--- src/rtl/pbh_dummy_unused.sv ---
`default_nettype none
`default_nettype wire

--- src/rtl/pbh_pkg.sv ---
// Functional notes
// - initiator holds IRDY until data phase ends
// - target holds TRDY until data phase ends
// - drive inactive one cycle before release
// - accepting target asserts DEVSEL
// - master abort without DEVSEL within 5 clocks
// - initiator honours target STOP request
// - no upstream locked sequences from LOCK
// - type 0 config claimed only with IDSEL
// - PERR on received data parity error
// - SERR is a shared wired-OR line
// - SERR on address or posted-write parity error
// - SERR on posted write abort or discard
// - SERR on delayed discard or master timeout
// - SERR for AER errors in transparent mode
// - FRAME marks transaction, drops for last phase
// - PAR is even parity over AD and CBE
//
// Purpose: shared constants and types of the pci bus handshake block
// Assumes: one 10 MHz clock, all pins synchronised before use
// Notes:   timing figures are in bus clocks
`default_nettype none

package pbh_pkg;
   localparam int unsigned CLK_MHZ     = 10;
   localparam int unsigned MABORT_CLKS = 5;        // devsel wait after frame
   localparam logic [2:0]  MABORT_CNT  = 3'(MABORT_CLKS);
   localparam logic [2:0]  CMD_CFG_HI  = 3'h5;     // cbe[3:1] of config rd/wr
   localparam logic [1:0]  CFG_TYPE0   = 2'h0;     // ad[1:0] of type 0 access
   localparam int unsigned PIN_W       = 45;       // synchronised pin bundle
   localparam int unsigned AD_W        = 32;
   localparam int unsigned CBE_W       = 4;

   typedef enum logic [1:0] {M_IDLE, M_ADDR, M_DATA, M_TURN} pbh_mst_t;
   typedef enum logic [1:0] {T_IDLE, T_DATA, T_TURN} pbh_tgt_t;
endpackage

`default_nettype wire

--- src/rtl/pbh_err_if.sv ---
// Purpose: carries error events to the system error generator and its pin state back
// Assumes: one clock domain
// Notes:   all members are flip-flop outputs of their driver
`default_nettype none

interface pbh_err_if;
   logic addr_perr;    // address parity error pulse
   logic pw_mabort;    // posted write master abort pulse
   logic line_low;     // synchronised serr line level, active high
   logic serr_n;
   logic serr_oe;
   logic serr_seen;

   modport ctl (output addr_perr, output pw_mabort, output line_low,
                input serr_n, input serr_oe, input serr_seen);
   modport gen (input addr_perr, input pw_mabort, input line_low,
                output serr_n, output serr_oe, output serr_seen);
endinterface

`default_nettype wire

--- src/rtl/pbh_serr_gen.sv ---
// Purpose: collects system error events and pulses the open drain serr line
// Assumes: events are one-cycle pulses on clk_i
// Notes:   the line is only ever pulled low, never driven high
`default_nettype none

module pbh_serr_gen
   import pbh_pkg::*;
(
   input  wire logic clk_i,
   input  wire logic reset_n_i,
   pbh_err_if.gen    err,
   input  wire logic serr_en_i,
   input  wire logic transparent_i,
   input  wire logic pw_perr_i,
   input  wire logic pw_tabort_i,
   input  wire logic pw_discard_i,
   input  wire logic dw_discard_i,
   input  wire logic dr_discard_i,
   input  wire logic dt_timeout_i,
   input  wire logic aer_err_i
);
   logic       ev_par;
   logic       ev_pw;
   logic       ev_dly;
   logic       ev_aer;
   logic       ev_any;
   logic [2:0] own_hist_ff;

   // event classes gated together by the single enable
   assign ev_par = err.addr_perr | pw_perr_i;
   assign ev_pw  = err.pw_mabort | pw_tabort_i | pw_discard_i;
   assign ev_dly = dw_discard_i | dr_discard_i | dt_timeout_i;
   assign ev_aer = aer_err_i & transparent_i;
   assign ev_any = serr_en_i & (ev_par | ev_pw | ev_dly | ev_aer);

   // open drain: output level is always low, only the enable moves
   always_ff @(posedge clk_i or negedge reset_n_i) begin
      if (!reset_n_i) begin
         err.serr_oe <= 1'b0;
         err.serr_n  <= 1'b0;
      end else begin
         err.serr_oe <= ev_any;
         err.serr_n  <= 1'b0;
      end
   end

   // own pulse echoes back through the synchroniser, so mask it
   always_ff @(posedge clk_i or negedge reset_n_i) begin
      if (!reset_n_i) begin
         own_hist_ff   <= 3'h0;
         err.serr_seen <= 1'b0;
      end else begin
         own_hist_ff   <= {own_hist_ff[1:0], err.serr_oe};
         err.serr_seen <= err.line_low & ~(|own_hist_ff);
      end
   end
endmodule

`default_nettype wire

--- src/rtl/pbh_bus_ctl.sv ---
// Purpose: pci bus handshake, target claim, master abort, parity and error pins
// Assumes: pins pass two flip-flops; single data phase per master request
// Notes:   synchroniser latency shifts all pin reactions by two clocks
`default_nettype none

module pbh_bus_ctl (
   input  wire logic                       clk_i,
   input  wire logic                       reset_n_i,
   // bus pins, inputs
   input  wire logic                       frame_n_i,
   input  wire logic                       irdy_n_i,
   input  wire logic                       trdy_n_i,
   input  wire logic                       devsel_n_i,
   input  wire logic                       stop_n_i,
   input  wire logic                       lock_n_i,
   input  wire logic                       idsel_i,
   input  wire logic                       serr_n_i,
   input  wire logic                       par_i,
   input  wire logic [pbh_pkg::AD_W-1:0]   ad_i,
   input  wire logic [pbh_pkg::CBE_W-1:0]  cbe_n_i,
   // bus pins, outputs and enables
   output logic                            frame_n_o,
   output logic                            frame_oe_o,
   output logic                            irdy_n_o,
   output logic                            irdy_oe_o,
   output logic                            trdy_n_o,
   output logic                            trdy_oe_o,
   output logic                            devsel_n_o,
   output logic                            devsel_oe_o,
   output logic                            stop_n_o,
   output logic                            stop_oe_o,
   output logic                            perr_n_o,
   output logic                            perr_oe_o,
   output logic                            serr_n_o,
   output logic                            serr_oe_o,
   // master side user port
   input  wire logic                       mst_start_i,
   input  wire logic                       mst_write_i,
   input  wire logic                       mst_posted_i,
   input  wire logic                       mst_rdy_i,
   output logic                            mst_done_o,
   output logic                            mst_abort_o,
   output logic                            mst_stop_o,
   // target side user port
   input  wire logic                       tgt_hit_i,
   input  wire logic                       tgt_rdy_i,
   input  wire logic                       tgt_stop_i,
   output logic                            tgt_start_o,
   output logic                            tgt_cfg_o,
   output logic                            tgt_xfer_o,
   output logic                            lock_ignored_o,
   // error control and events
   input  wire logic                       perr_en_i,
   input  wire logic                       serr_en_i,
   input  wire logic                       transparent_i,
   input  wire logic                       pw_perr_i,
   input  wire logic                       pw_tabort_i,
   input  wire logic                       pw_discard_i,
   input  wire logic                       dw_discard_i,
   input  wire logic                       dr_discard_i,
   input  wire logic                       dt_timeout_i,
   input  wire logic                       aer_err_i,
   output logic                            data_perr_o,
   output logic                            serr_seen_o
);
   import pbh_pkg::*;

   logic [PIN_W-1:0]  meta_ff;
   logic [PIN_W-1:0]  sync_ff;
   logic              frame_s, irdy_s, trdy_s, devsel_s, stop_s, lock_s, idsel_s, par_s;
   logic [AD_W-1:0]   ad_s;
   logic [CBE_W-1:0]  cbe_s;
   logic              frame_q_ff;
   logic              frame_fall;
   logic              cfg0;
   logic              claim;
   pbh_mst_t          mst_st_ff;
   pbh_tgt_t          tgt_st_ff;
   logic [2:0]        cnt_ff;
   logic              tgt_wr_ff;
   logic              chk_vld_ff;
   logic              chk_par_ff;
   logic              chk_addr_ff;
   logic              perr_hold_ff;
   logic              t_xfer;
   logic              t_end;
   logic              m_xfer;
   logic              m_capt;
   pbh_err_if         err ();

   // two-stage synchroniser; only sync_ff is read by logic
   always_ff @(posedge clk_i or negedge reset_n_i) begin
      if (!reset_n_i) begin
         meta_ff <= '1;
         sync_ff <= '1;
      end else begin
         meta_ff <= {frame_n_i, irdy_n_i, trdy_n_i, devsel_n_i, stop_n_i, lock_n_i,
                     idsel_i, serr_n_i, par_i, ad_i, cbe_n_i};
         sync_ff <= meta_ff;
      end
   end
   assign {frame_s, irdy_s, trdy_s, devsel_s, stop_s, lock_s, idsel_s} = sync_ff[PIN_W-1:PIN_W-7];
   assign par_s = sync_ff[AD_W+CBE_W];
   assign ad_s  = sync_ff[AD_W+CBE_W-1:CBE_W];
   assign cbe_s = sync_ff[CBE_W-1:0];

   // address phase decode, config type 0 needs idsel as chip select
   assign frame_fall = ~frame_s & frame_q_ff;
   assign cfg0  = (cbe_s[3:1] == CMD_CFG_HI) && (ad_s[1:0] == CFG_TYPE0);
   assign claim = cfg0 ? idsel_s : ((cbe_s[3:1] != CMD_CFG_HI) & tgt_hit_i);
   assign t_xfer = ~irdy_s & ~trdy_n_o;
   assign t_end  = (t_xfer & frame_s) | (~irdy_s & ~stop_n_o) | (frame_s & irdy_s);
   assign m_xfer = ~devsel_s & ~trdy_s & ~irdy_n_o;

   always_ff @(posedge clk_i or negedge reset_n_i) begin
      if (!reset_n_i) frame_q_ff <= 1'b1;
      else            frame_q_ff <= frame_s;
   end

   // master: address, one data phase, then one inactive cycle
   always_ff @(posedge clk_i or negedge reset_n_i) begin
      if (!reset_n_i) begin
         mst_st_ff   <= M_IDLE;
         frame_n_o   <= 1'b1;
         frame_oe_o  <= 1'b0;
         irdy_n_o    <= 1'b1;
         irdy_oe_o   <= 1'b0;
         cnt_ff      <= 3'h0;
         mst_done_o  <= 1'b0;
         mst_abort_o <= 1'b0;
         mst_stop_o  <= 1'b0;
      end else begin
         mst_done_o  <= 1'b0;
         mst_abort_o <= 1'b0;
         mst_stop_o  <= 1'b0;
         unique case (mst_st_ff)
            M_IDLE: if (mst_start_i && frame_s && irdy_s && tgt_st_ff == T_IDLE) begin
               frame_n_o  <= 1'b0;
               frame_oe_o <= 1'b1;
               irdy_oe_o  <= 1'b1;
               cnt_ff     <= 3'h0;
               mst_st_ff  <= M_ADDR;
            end
            M_ADDR: begin
               frame_n_o <= 1'b1;
               irdy_n_o  <= ~mst_rdy_i;
               cnt_ff    <= cnt_ff + 3'h1;
               mst_st_ff <= M_DATA;
            end
            M_DATA: begin
               if (devsel_s && cnt_ff != 3'h7) cnt_ff <= cnt_ff + 3'h1;
               if (mst_rdy_i) irdy_n_o <= 1'b0;
               if (!devsel_s && !stop_s) begin
                  mst_stop_o <= 1'b1;
                  irdy_n_o   <= 1'b1;
                  mst_st_ff  <= M_TURN;
               end else if (m_xfer) begin
                  mst_done_o <= 1'b1;
                  irdy_n_o   <= 1'b1;
                  mst_st_ff  <= M_TURN;
               end else if (devsel_s && cnt_ff >= MABORT_CNT) begin
                  mst_abort_o <= 1'b1;
                  irdy_n_o    <= 1'b1;
                  mst_st_ff   <= M_TURN;
               end
            end
            M_TURN: begin
               frame_oe_o <= 1'b0;
               irdy_oe_o  <= 1'b0;
               mst_st_ff  <= M_IDLE;
            end
         endcase
      end
   end

   // posted write that ends in master abort is a system error source
   always_ff @(posedge clk_i or negedge reset_n_i) begin
      if (!reset_n_i) err.pw_mabort <= 1'b0;
      else            err.pw_mabort <= mst_st_ff == M_DATA && devsel_s && cnt_ff >= MABORT_CNT
                                       && mst_posted_i && mst_write_i;
   end

   // target: claim, ready handshake, stop, inactive cycle before release
   always_ff @(posedge clk_i or negedge reset_n_i) begin
      if (!reset_n_i) begin
         tgt_st_ff      <= T_IDLE;
         trdy_n_o       <= 1'b1;
         trdy_oe_o      <= 1'b0;
         devsel_n_o     <= 1'b1;
         devsel_oe_o    <= 1'b0;
         stop_n_o       <= 1'b1;
         stop_oe_o      <= 1'b0;
         tgt_wr_ff      <= 1'b0;
         tgt_start_o    <= 1'b0;
         tgt_cfg_o      <= 1'b0;
         tgt_xfer_o     <= 1'b0;
         lock_ignored_o <= 1'b0;
      end else begin
         tgt_start_o    <= 1'b0;
         tgt_xfer_o     <= 1'b0;
         lock_ignored_o <= 1'b0;
         unique case (tgt_st_ff)
            T_IDLE: if (frame_fall && claim && mst_st_ff == M_IDLE) begin
               devsel_n_o     <= 1'b0;
               devsel_oe_o    <= 1'b1;
               trdy_oe_o      <= 1'b1;
               stop_oe_o      <= 1'b1;
               tgt_wr_ff      <= cbe_s[0];
               tgt_start_o    <= 1'b1;
               tgt_cfg_o      <= cfg0;
               // lock is never forwarded; the access runs as a plain one
               lock_ignored_o <= ~lock_s;
               tgt_st_ff      <= T_DATA;
            end
            T_DATA: begin
               if (tgt_rdy_i) trdy_n_o <= 1'b0;
               if (tgt_stop_i) stop_n_o <= 1'b0;
               tgt_xfer_o <= t_xfer;
               if (t_end) begin
                  trdy_n_o   <= 1'b1;
                  devsel_n_o <= 1'b1;
                  stop_n_o   <= 1'b1;
                  tgt_st_ff  <= T_TURN;
               end else if (t_xfer) begin
                  trdy_n_o <= ~tgt_rdy_i;
               end
            end
            T_TURN: begin
               trdy_oe_o   <= 1'b0;
               devsel_oe_o <= 1'b0;
               stop_oe_o   <= 1'b0;
               tgt_st_ff   <= T_IDLE;
            end
            default: tgt_st_ff <= T_IDLE;
         endcase
      end
   end

   // parity capture: par follows its data by one clock
   assign m_capt = (mst_st_ff == M_DATA) && m_xfer && !mst_write_i;
   always_ff @(posedge clk_i or negedge reset_n_i) begin
      if (!reset_n_i) begin
         chk_vld_ff  <= 1'b0;
         chk_addr_ff <= 1'b0;
         chk_par_ff  <= 1'b0;
      end else begin
         chk_vld_ff  <= (tgt_st_ff == T_DATA && t_xfer && tgt_wr_ff) || m_capt;
         chk_addr_ff <= frame_fall;
         chk_par_ff  <= ^{ad_s, cbe_s};
      end
   end

   // perr: one clock low, one clock high, then released
   always_ff @(posedge clk_i or negedge reset_n_i) begin
      if (!reset_n_i) begin
         perr_n_o       <= 1'b1;
         perr_oe_o      <= 1'b0;
         perr_hold_ff   <= 1'b0;
         data_perr_o    <= 1'b0;
         err.addr_perr  <= 1'b0;
      end else begin
         data_perr_o   <= chk_vld_ff && (par_s != chk_par_ff);
         err.addr_perr <= chk_addr_ff && (par_s != chk_par_ff);
         if (chk_vld_ff && (par_s != chk_par_ff) && perr_en_i) begin
            perr_n_o     <= 1'b0;
            perr_oe_o    <= 1'b1;
            perr_hold_ff <= 1'b1;
         end else if (perr_hold_ff) begin
            perr_n_o     <= 1'b1;
            perr_hold_ff <= 1'b0;
         end else begin
            perr_oe_o <= 1'b0;
         end
      end
   end

   // shared serr line is seen level-high when any agent pulls it
   always_ff @(posedge clk_i or negedge reset_n_i) begin
      if (!reset_n_i) err.line_low <= 1'b0;
      else            err.line_low <= ~sync_ff[AD_W+CBE_W+1];
   end

   pbh_serr_gen u_serr (
      .clk_i         (clk_i),
      .reset_n_i     (reset_n_i),
      .err           (err),
      .serr_en_i     (serr_en_i),
      .transparent_i (transparent_i),
      .pw_perr_i     (pw_perr_i),
      .pw_tabort_i   (pw_tabort_i),
      .pw_discard_i  (pw_discard_i),
      .dw_discard_i  (dw_discard_i),
      .dr_discard_i  (dr_discard_i),
      .dt_timeout_i  (dt_timeout_i),
      .aer_err_i     (aer_err_i)
   );
   assign serr_n_o    = err.serr_n;
   assign serr_oe_o   = err.serr_oe;
   assign serr_seen_o = err.serr_seen;
endmodule

`default_nettype wire

--- config.mk ---
export PLATFORM = sky130hd
export DESIGN_NAME = pbh_bus_ctl
export DESIGN_NICKNAME = d
export VERILOG_FILES = /design/src/rtl/pbh_dummy_unused.sv /design/src/rtl/pbh_pkg.sv /design/src/rtl/pbh_err_if.sv /design/src/rtl/pbh_serr_gen.sv /design/src/rtl/pbh_bus_ctl.sv
export SDC_FILE = /design/constraint.sdc
export NUM_CORES = 1
export LEC_CHECK = 0
export BUFFER_PORTS_ARGS = -buffer_cell sky130_fd_sc_hd__buf_4
export CORE_MARGIN = 4
export CORE_UTILIZATION = 35
export DETAILED_ROUTE_END_ITERATION = 10
export PLACE_DENSITY = 0.67
export SLEW_MARGIN = 10
export SYNTH_ARGS = -nofsm -noshare
export SYNTH_HDL_FRONTEND = slang
export SYNTH_HIERARCHICAL = 1
export SYNTH_SLANG_ARGS = --single-unit
--- constraint.sdc ---
create_clock -name clk_i -period 1.95 [get_ports clk_i]
set_input_delay 0.0975 -clock clk_i [delete_from_list [all_inputs] [get_ports clk_i]]
set_output_delay 0.0975 -clock clk_i [all_outputs]
set_load 0.1 [all_outputs]
==> metrics.csv, run 1 <==
stage;metric;value;unit
global_route;GR Util All Layers;12.2;%
drt;drt pass-1 iters;4;
synth;count leader, synth;dfstp_2;
synth;simple logic cell fraction of the synthesized area;5.40;%
placement;DP Cell Count;498;
pwr;Pwr Total;0.00832;W
worst_setup_path;Reg2Reg Setup Slack;0.17;ns
drt;met1 WL;3030;µm
pwr;Peak supply drop;665;µV
worst_setup_path;path type of the worst setup path;reg -> reg;
synth;Synth Area in Compound Gates;3.59;%
floorplanning;Die Y;119;µm
pwr;total leakage power;2.81;nW
synth;synth top area cells;dfstp_2 59%, dfrtp_1 18%, xnor2_1 5.5%;
clock_tree;Clk Latency, worst-skew pair;0.40;ns
placement;input/output buffers;85;
clock_tree;clock sink total;128;
synth;commonest register cell after synthesis;dfstp_2;
layout;Final #Nets;497;
drt;DRC Markers;0;
worst_setup_path;Req. time, crit path;2.23;ns
timing;Hold Violations, Final;0;
floorplanning;Placement Rows;40;
timing;RSZ-0062 raised after global routing;no;
pwr;Net Switching;0.00256;W
timing;f_max;0.562;GHz
clock_tree;H-tree levels;4;
pwr;cell-internal power;0.00575;W
pwr;Switching Share;30.8;%
synth;Syn Nets;339;
timing;Layout Skew;0.00417;ns
timing;Period minus WS final;1.78;ns
synth;mux contribution to synthesized area;1.52;%
min_path;HP Class;in -> async;
layout;fin cells;581;
synth;Syn Std Cell Area;4290;µm²
floorplanning;Die Area;14100;µm²
layout;Antenna diodes;0;
worst_setup_path;nature of the critical path endpoint;flip-flop;
layout;Fill cells;995;
clock_tree;Root Buffer;clkbuf_16;
drt;via count;2458;
timing;Worst Hold Margin;0.130;ns
worst_setup_path;buffers and inverters on the worst path;1;
clock_tree;CTS Buf Count;17;
pwr;Clock power frac;36.1;%
layout;layout cells sized above 1;50.9;%
timing;setup tns final;0;ns
timing;max-slew violations;0;
drt;post-route ant nets;0;
global_route;largest net degree at the start of global routing;81;
clock_tree;CTS tree;yes;
worst_setup_path;Critical Path AT;2.06;ns
synth;Yosys warning total;6;
floorplanning;Core Area;12000;µm²
synth;Post-Synth Adder-Cell Area;2.63;%
clock_tree;Setup Buffers After CTS;0;
pwr;PwrDens;1330;nW/µm²
worst_setup_path;CP max-delay cell;dfstp_2;
run;maxcap violations;0;
drt;Met2 Routed Length;3900;µm
pwr;combinational power share;25.0;%
clock_tree;Bufs on Longest Clock Path;2;
synth;async set or reset register ratio after synthesis;100;%
synth;Synth Area in XOR/XNOR;7.27;%
timing;final setup vio count;0;
floorplanning;die width;119;µm
synth;top cells by count, synth;97 x dfstp_2, 31 x dfrtp_1, 27 x xnor2_1;
synth;average cell area after synthesis;16.1;µm²
drt;Via-to-Cell Ratio;4.23;
global_route;initial antenna violation count;0;
run_status;outcome;finished, final reports clean;
layout;final instance area;6250;µm²
drt;WL/cell;13.0;µm
global_route;global route overflow;0;
synth;#FFs+latches synth;128;
clock_tree;clock-pin slew on the worst setup and hold paths;0.05;ns
worst_setup_path;CP Launch Type;flip-flop;
placement;RePlAce Congestion;0.774;
floorplanning;top-level port count;87;
worst_setup_path;CP Max Fanout;1;
synth;register area share after synthesis;77.6;%
worst_setup_path;cell family with most CP delay;XOR/XNOR gates;
drt;max layer used;met4;
global_route;vias in the first global route;2669;
pwr;Reg power frac;39.0;%
layout;Multi-input gate area;898;µm²
drt;Total Wirelength;7580;µm
synth;Syn Inst Count;266;
layout;Area Overhead vs Synth;45.9;%
synth;main combinational cell family by area after synthesis;XOR/XNOR gates;
synth;Post-synth EDFFs;0;
worst_setup_path;most used cell, CP;xnor2_1;
synth;count of different cell masters after synthesis;34;
placement;placed inst area;5120;µm²
layout;sequential cell area;3320;µm²
global_route;first-pass GRT wire length;13000;µm
worst_setup_path;worst path cell trace;inv_1 > ha_4 > xnor2_2 > xnor2_1 > xnor2_1 > xnor3_1 > xnor2_1;
timing;Tcrit/Tclk final;91.3;%
drt;Iter 0 DRT Violations;54;
worst_setup_path;slowest cell delay on critical path;0.51;ns
drt;wire length on met3;464;µm
synth;largest area contributor in the netlist;dfstp_2;
synth;Synth top area share;59.5;%
placement;HPWL after detailed placement;4960;µm
floorplanning;Initial Util;35.7;%
## worst reg2reg max path, delay by kind of cell, from the launching register on
| kind | cells | cell delay (ns) |
|---|---|---|
| buffers and inverters | 1 | 0.05 |
| flip-flops | 1 | 0.51 |
| XOR/XNOR | 5 | 0.85 |
| adder cells (fa/ha/maj) | 1 | 0.24 |
## per-layer routing
metal	track usage (%)	up-vias
met3	5.07	14
met4	6.73	0
met1	13.6	1194
met2	19.6	72
met5	0	-
li1	-	1178
## sequential cells by signal (all words and copies together), names as in the netlist, 2 cells and up
register and flops:
u_serr/own_hist_ff 3, mst_st_ff 2, sync_ff 45, cnt_ff 3, meta_ff 45, tgt_st_ff 2
## logic make-up (layout without fill, tap and decap cells)
kind of cell,Yosys count,in the layout
AO/OA/AOI/OAI,23,23
XOR/XNOR,34,34
adder cells (fa/ha/maj),9,9
buffers and inverters,18,186
flip-flops,128,128
multiplexers,6,6
other,1,1
AND/OR/NAND/NOR,47,47
## layout by cell type (no fill, tap or decap), types with 2 or more instances in the layout
| cell | netlist | final |
|---|---|---|
| o21ai_0 | 6 | 6 |
| a31oi_1 | 2 | 2 |
| nor2b_1 | 3 | 3 |
| dfstp_2 | 97 | 97 |
| and2_1 | 3 | 3 |
| clkbuf_8 | 0 | 4 |
| nand4_1 | 3 | 3 |
| nor4_1 | 2 | 2 |
| a21oi_1 | 5 | 5 |
| clkinv_2 | 0 | 3 |
| inv_1 | 14 | 14 |
| xnor2_1 | 27 | 26 |
| xor2_1 | 6 | 6 |
| mux2i_1 | 2 | 2 |
| ha_1 | 9 | 8 |
| buf_4 | 4 | 88 |
| nor4b_1 | 2 | 2 |
| a22oi_1 | 2 | 2 |
| a21o_1 | 2 | 2 |
| nor2_1 | 12 | 12 |
| nand3b_1 | 2 | 2 |
| clkbuf_1 | 0 | 2 |
| clkbuf_16 | 0 | 17 |
| bufinv_16 | 0 | 2 |
| dfrtp_1 | 31 | 31 |
| mux2_2 | 4 | 4 |
| nand2_1 | 15 | 15 |
| nand2b_1 | 2 | 2 |
| dlygate4sd3_1 | 0 | 54 |
## final cells by class
cell class              count  area share (%)
clock buffers              23            7.81
clock inverters             6            1.32
inverters                  14           0.841
multi-input cells         120            14.4
flip-flops and latches    128            53.2
well taps                 147            2.94
repair buffers            143            19.5
## timing repair
item,CTS,global route
pin swaps,2,3
gates resized for setup,1,1
hold buffers,54,0
setup endpoints to repair,1,1
hold endpoints to repair,89,0
## final timing paths
check,startpoint,end,cells past startpoint
max,sync_ff[4]$_DFF_PN1_,chk_par_ff$_DFF_PN0_,7
min,reset_n_i,u_serr/own_hist_ff[2]$_DFF_PN0_,2
max reg2reg,sync_ff[4]$_DFF_PN1_,chk_par_ff$_DFF_PN0_,7
min reg2reg,meta_ff[37]$_DFF_PN1_,sync_ff[37]$_DFF_PN1_,0
max in group asynchronous,reset_n_i,sync_ff[30]$_DFF_PN1_,3
min in group clk_i,mst_start_i,irdy_oe_o$_DFFE_PN0P_,4
## per-stage QoR
step                utilization, %  setup slack [ns]
finish                        52.0             0.169
global route                  52.0            0.0627
CTS                           51.9             0.101
detailed placement            42.6           -0.0132
global placement              42.6            0.0693
floorplan                        -            0.0941
## power groups by stage
stage	Clock [W]	Combinational [W]	Sequential [W]
floorplan	0	0.000930	0.00386
global placement	0	0.00197	0.00326
detailed placement	0	0.00201	0.00328
CTS	0.00310	0.00210	0.00324
global route	0.00324	0.00223	0.00328
finish	0.00300	0.00208	0.00324
Power figures use the tool's default switching activity.
==> run 2: changes to the inputs <==
Settings changed: HOLD_SLACK_MARGIN set to 0.02, PLACE_DENSITY 0.67 to unset, PLACE_DENSITY_LB_ADDON set to 0.3.
==> metrics.csv, run 2 (synthesis gave the netlist of run 1 again) <==
stage;metric;value;unit
run_status;outcome;finished, final reports clean;
clock_tree;Setup Buffers After CTS;0;
floorplanning;Placement Rows;40;
layout;Final Util;52.5;%
drt;Iter 0 DRT Violations;80;
clock_tree;Post-CTS Resized;0;
worst_setup_path;nature of the critical path endpoint;flip-flop;
global_route;first-pass GRT wire length;12400;µm
worst_setup_path;Req. time, crit path;2.24;ns
timing;Period minus WS final;1.80;ns
worst_setup_path;most used cell, CP;xnor2_1;
layout;Antenna diodes;0;
drt;drt pass-1 iters;4;
floorplanning;Core Area;12000;µm²
drt;post-route ant nets;0;
floorplanning;Die Area;14100;µm²
timing;setup tns final;0;ns
placement;HPWL after detailed placement;4620;µm
worst_setup_path;CP Launch Type;flip-flop;
timing;RSZ-0062 raised after global routing;no;
floorplanning;Die Y;119;µm
timing;max-slew violations;0;
layout;layout cells sized above 1;50.6;%
timing;Tcrit/Tclk final;92.4;%
clock_tree;CTS Buf Count;17;
worst_setup_path;path type of the worst setup path;reg -> reg;
clock_tree;clock sink total;128;
worst_setup_path;Critical Path AT;2.09;ns
clock_tree;H-tree levels;4;
worst_setup_path;CP max-delay cell;dfstp_2;
pwr;PwrDens;1370;nW/µm²
worst_setup_path;buffers and inverters on the worst path;1;
drt;DRC Markers;0;
floorplanning;top-level port count;87;
drt;Total Wirelength;7200;µm
placement;input/output buffers;85;
clock_tree;Bufs on Longest Clock Path;2;
timing;f_max;0.555;GHz
clock_tree;Clk Latency, worst-skew pair;0.41;ns
floorplanning;Initial Util;35.7;%
global_route;largest net degree at the start of global routing;89;
timing;Worst Hold Margin;0.130;ns
worst_setup_path;slowest cell delay on critical path;0.51;ns
floorplanning;die width;119;µm
drt;WL/cell;12.3;µm
clock_tree;clock-pin slew on the worst setup and hold paths;0.05;ns
clock_tree;Root Buffer;clkbuf_16;
layout;commonest non-fill, non-tap cell in the layout;dfstp_2;
worst_setup_path;worst path cell trace;inv_1 > ha_1 > xnor2_1 > xnor2_1 > xnor2_1 > xnor3_1 > xnor2_1;
global_route;GR Util All Layers;11.5;%
worst_setup_path;cell family with most CP delay;XOR/XNOR gates;
run;maxcap violations;0;
timing;Hold Violations, Final;0;
global_route;initial antenna violation count;0;
min_path;HP Class;in -> reg;
timing;Layout Skew;0.00863;ns
clock_tree;CTS tree;yes;
drt;via count;2442;
global_route;global route overflow;0;
layout;largest registers;meta_ff x45, sync_ff x45;
layout;Area Overhead vs Synth;47.1;%
global_route;vias in the first global route;2634;
layout;final instance area;6300;µm²
pwr;Peak supply drop;669;µV
layout;Final #Nets;497;
pwr;total leakage power;2.83;nW
drt;Via-to-Cell Ratio;4.18;
timing;final setup vio count;0;
worst_setup_path;CP Max Fanout;1;
placement;RePlAce Congestion;0.735;
placement;placed inst area;5110;µm²
layout;most frequent cells in the layout;97 x dfstp_2, 87 x buf_4, 55 x dlygate4sd3_1, 31 x dfrtp_1, 27 x xnor2_1;
-- run 2: worst reg2reg max path: stages (launching register included) --
cell and delay (ns):
dfstp_2 0.51, inv_1 0.04, ha_1 0.29, xnor2_1 0.17, xnor2_1 0.16, xnor2_1 0.15, xnor3_1 0.24, xnor2_1 0.14
-- run 2: stage by stage --
step                      cells  setup WS [ns]  total power (W)
after floorplan             266         0.0941          0.00479
after global placement      497         0.0586          0.00522
after detailed placement    497         0.0249          0.00526
after CTS                   584         0.0143          0.00873
after global routing        584         0.0501          0.00902
final                       584          0.148          0.00861
-- run 2: timing repair --
action,in CTS,in global routing
endpoints found under the hold margin,88,0
endpoints found under the setup margin,0,1
hold buffers,55,0
-- run 2: area by class of cell --
class,count,area (µm²)
fill,993,5710
sequential,128,3320
timing repair buffer,143,1220
multi-input combinational,120,878
clock buffer,22,485
tap,147,184
clock inverter,10,154
inverter,14,52.6
-- run 2: per-layer routing --
layer | vias to the layer above | routed length [µm] | global-route usage (%)
li1 | 1179 | - | -
met1 | 1177 | 3020 | 12.7
met2 | 71 | 3590 | 18.2
met3 | 15 | 418 | 4.93
met4 | 0 | 172 | 7.39
met5 | - | 0 | 0
-- run 2: worst paths after layout --
path                                       startpoint                        to  slack, ns  depth (start not counted)
worst max-delay path             sync_ff[4]$_DFF_PN1_      chk_par_ff$_DFF_PN0_       0.15                          7
worst min-delay path                      mst_start_i     irdy_oe_o$_DFFE_PN0P_       0.13                          4
min in group asynchronous                   reset_n_i     sync_ff[39]$_DFF_PN1_       0.21                          2
worst min register to register  meta_ff[12]$_DFF_PN1_     sync_ff[12]$_DFF_PN1_       0.35                          0
worst max register to register   sync_ff[4]$_DFF_PN1_      chk_par_ff$_DFF_PN0_       0.15                          7
max in group asynchronous                   reset_n_i  lock_ignored_o$_DFF_PN0_       1.25                          3
-- run 2: power breakdown --
group          switching (W)  internal (W)
combinational        0.00134      0.000711
clock                0.00105       0.00227
sequential          0.000184       0.00305
total                0.00258       0.00603
==> run 3: changes to the inputs <==
Settings changed: CORE_UTILIZATION 35 to 41.
==> metrics.csv, run 3 (synthesis gave the netlist of run 1 again) <==
stage;metric;value;unit
worst_setup_path;buffers and inverters on the worst path;1;
layout;Multi-input gate area;886;µm²
floorplanning;Die Y;110;µm
timing;f_max;0.543;GHz
pwr;PwrDens;1310;nW/µm²
floorplanning;Core Area;10200;µm²
clock_tree;Setup Buffers After CTS;0;
timing;worst slew pin tran;0.503;ns
floorplanning;Die Area;12200;µm²
placement;HPWL after detailed placement;4700;µm
timing;max-slew violations;0;
pwr;Pwr Total;0.00814;W
global_route;largest net degree at the start of global routing;47;
layout;layout cells sized above 1;50.7;%
drt;Iter 0 DRT Violations;68;
run_status;outcome;finished, final reports clean;
clock_tree;Root Buffer;clkbuf_8;
drt;Total Wirelength;7200;µm
floorplanning;die width;110;µm
clock_tree;CTS Buf Count;17;
floorplanning;Placement Rows;37;
clock_tree;Clk Latency, worst-skew pair;0.50;ns
placement;RePlAce Congestion;0.769;
worst_setup_path;path type of the worst setup path;reg -> reg;
worst_setup_path;CP Max Fanout;1;
worst_setup_path;Critical Path AT;2.23;ns
timing;final worst slack;0.108;ns
worst_setup_path;most used cell, CP;xnor2_1;
layout;Final #Nets;497;
drt;post-route ant nets;0;
layout;Fill cells;764;
min_path;Hold Crit Depth;5;
worst_setup_path;Crit path depth;7;
layout;most frequent cells in the layout;97 x dfstp_2, 86 x buf_4, 55 x dlygate4sd3_1, 31 x dfrtp_1, 26 x xnor2_1;
timing;Hold Violations, Final;0;
run;maxcap violations;0;
drt;drt pass-1 iters;4;
worst_setup_path;RR Startpoint;sync_ff[4]$_DFF_PN1_;
global_route;global route overflow;0;
placement;worst slack, placed;0.00154;ns
timing;Period minus WS final;1.84;ns
timing;worst relative slew slack;66.4;%
timing;Tcrit/Tclk final;94.4;%
floorplanning;top-level port count;87;
global_route;initial antenna violation count;0;
timing;Layout Skew;0.00523;ns
floorplanning;Initial Util;41.9;%
layout;Area Overhead vs Synth;45.0;%
layout;sequential cell area;3320;µm²
pwr;total leakage power;2.79;nW
clock_tree;clock-pin slew on the worst setup and hold paths;0.06;ns
drt;via count;2483;
worst_setup_path;slowest cell delay on critical path;0.51;ns
worst_setup_path;CP Launch Type;flip-flop;
timing;RSZ-0062 raised after global routing;no;
worst_setup_path;CP Capture Point;chk_par_ff$_DFF_PN0_;
worst_setup_path;Critical Path Start;sync_ff[4]$_DFF_PN1_;
drt;WL/cell;12.6;µm
timing;final setup vio count;0;
worst_setup_path;worst path cell trace;inv_1 > ha_1 > xnor2_2 > xnor2_1 > xnor2_1 > xnor3_1 > xnor2_1;
pwr;Peak supply drop;637;µV
worst_setup_path;nature of the critical path endpoint;flip-flop;
global_route;first-pass GRT wire length;11900;µm
layout;largest registers;meta_ff x45, sync_ff x45;
timing;setup tns final;0;ns
layout;commonest non-fill, non-tap cell in the layout;dfstp_2;
worst_setup_path;Worst R2R End;chk_par_ff$_DFF_PN0_;
worst_setup_path;cell family with most CP delay;XOR/XNOR gates;
layout;Antenna diodes;0;
clock_tree;clock sink total;128;
worst_setup_path;reg2reg path depth;7;
min_path;HP Class;in -> reg;
worst_setup_path;Req. time, crit path;2.34;ns
clock_tree;H-tree levels;4;
clock_tree;Bufs on Longest Clock Path;2;
clock_tree;CTS tree;yes;
placement;input/output buffers;85;
global_route;GR Util All Layers;13.3;%
drt;DRC Markers;0;
global_route;vias in the first global route;2637;
worst_setup_path;CP max-delay cell;dfstp_2;
drt;Via-to-Cell Ratio;4.34;
worst_setup_path;Reg2Reg Setup Slack;0.11;ns
## run 3: changes by cell type in the layout (fill, tap and decap cells not counted)
cell / delta
bufinv_16: -3
clkbuf_16: -2
clkinv_2: -3
xnor2_1: -1
buf_4: -1
inv_6: +3
xnor2_2: +1
buf_12: +1
clkinvlp_4: +2
clkinv_4: +2
## run 3: stage by stage
stage               std cells  hold WS (ns)  utilization [%]  instance area [µm²]
finish                    572         0.180             60.7                 6210
global route              572         0.202             60.7                 6210
floorplan                 266        -0.198                -                 4290
CTS                       572         0.182             60.7                 6210
detailed placement        486         0.207             50.0                 5110
global placement          486         0.205             50.0                 5110
## run 3: power breakdown
group	leakage, nW	switching, W	internal (W)
clock network	0.259	0.00110	0.00173
logic	1.11	0.00135	0.000718
registers	1.42	0.000188	0.00305
total	2.79	0.00264	0.00549
## run 3: how the worst min path moves through the flow
stage	startpoint	endpoint	slack, ns
after CTS	tgt_hit_i	tgt_wr_ff$_DFFE_PN0P_	0.18
after global routing	tgt_hit_i	tgt_cfg_o$_DFFE_PN0P_	0.20
final	tgt_hit_i	tgt_cfg_o$_DFFE_PN0P_	0.18
after floorplan	reset_n_i	chk_addr_ff$_DFF_PN0_	-0.20
after global placement	ad_i[24]	meta_ff[28]$_DFF_PN1_	0.21
after detailed placement	ad_i[27]	meta_ff[31]$_DFF_PN1_	0.21
## run 3: timing repair
item / in CTS / in global routing
hold buffers: 55 / 0
setup endpoints to repair: 1 / 0
hold endpoints to repair: 125 / 0
resized for setup: 1 / 0
## run 3: final cells by class
class                      instances  area share [%]
timing repair buffer             143            19.9
tap                              136            2.74
multi-input combinational        120            14.3
inverter                          14           0.846
clock buffer                      20            7.01
clock inverter                    11            1.73
sequential                       128            53.5
## run 3: metal layers
layer	share of wire (%)	routed length, µm	GRT usage (%)
met5	0	0	0
met4	2.6	185	7.12
met3	5.8	415	4.89
met2	53	3820	22.1
met1	39	2780	15.0
## run 3: tightest hold or removal path: stages
cell     delay (ns)
buf_4          0.11
nand2_1        0.04
o21ai_0        0.09
nand4_1        0.15
mux2_2         0.16
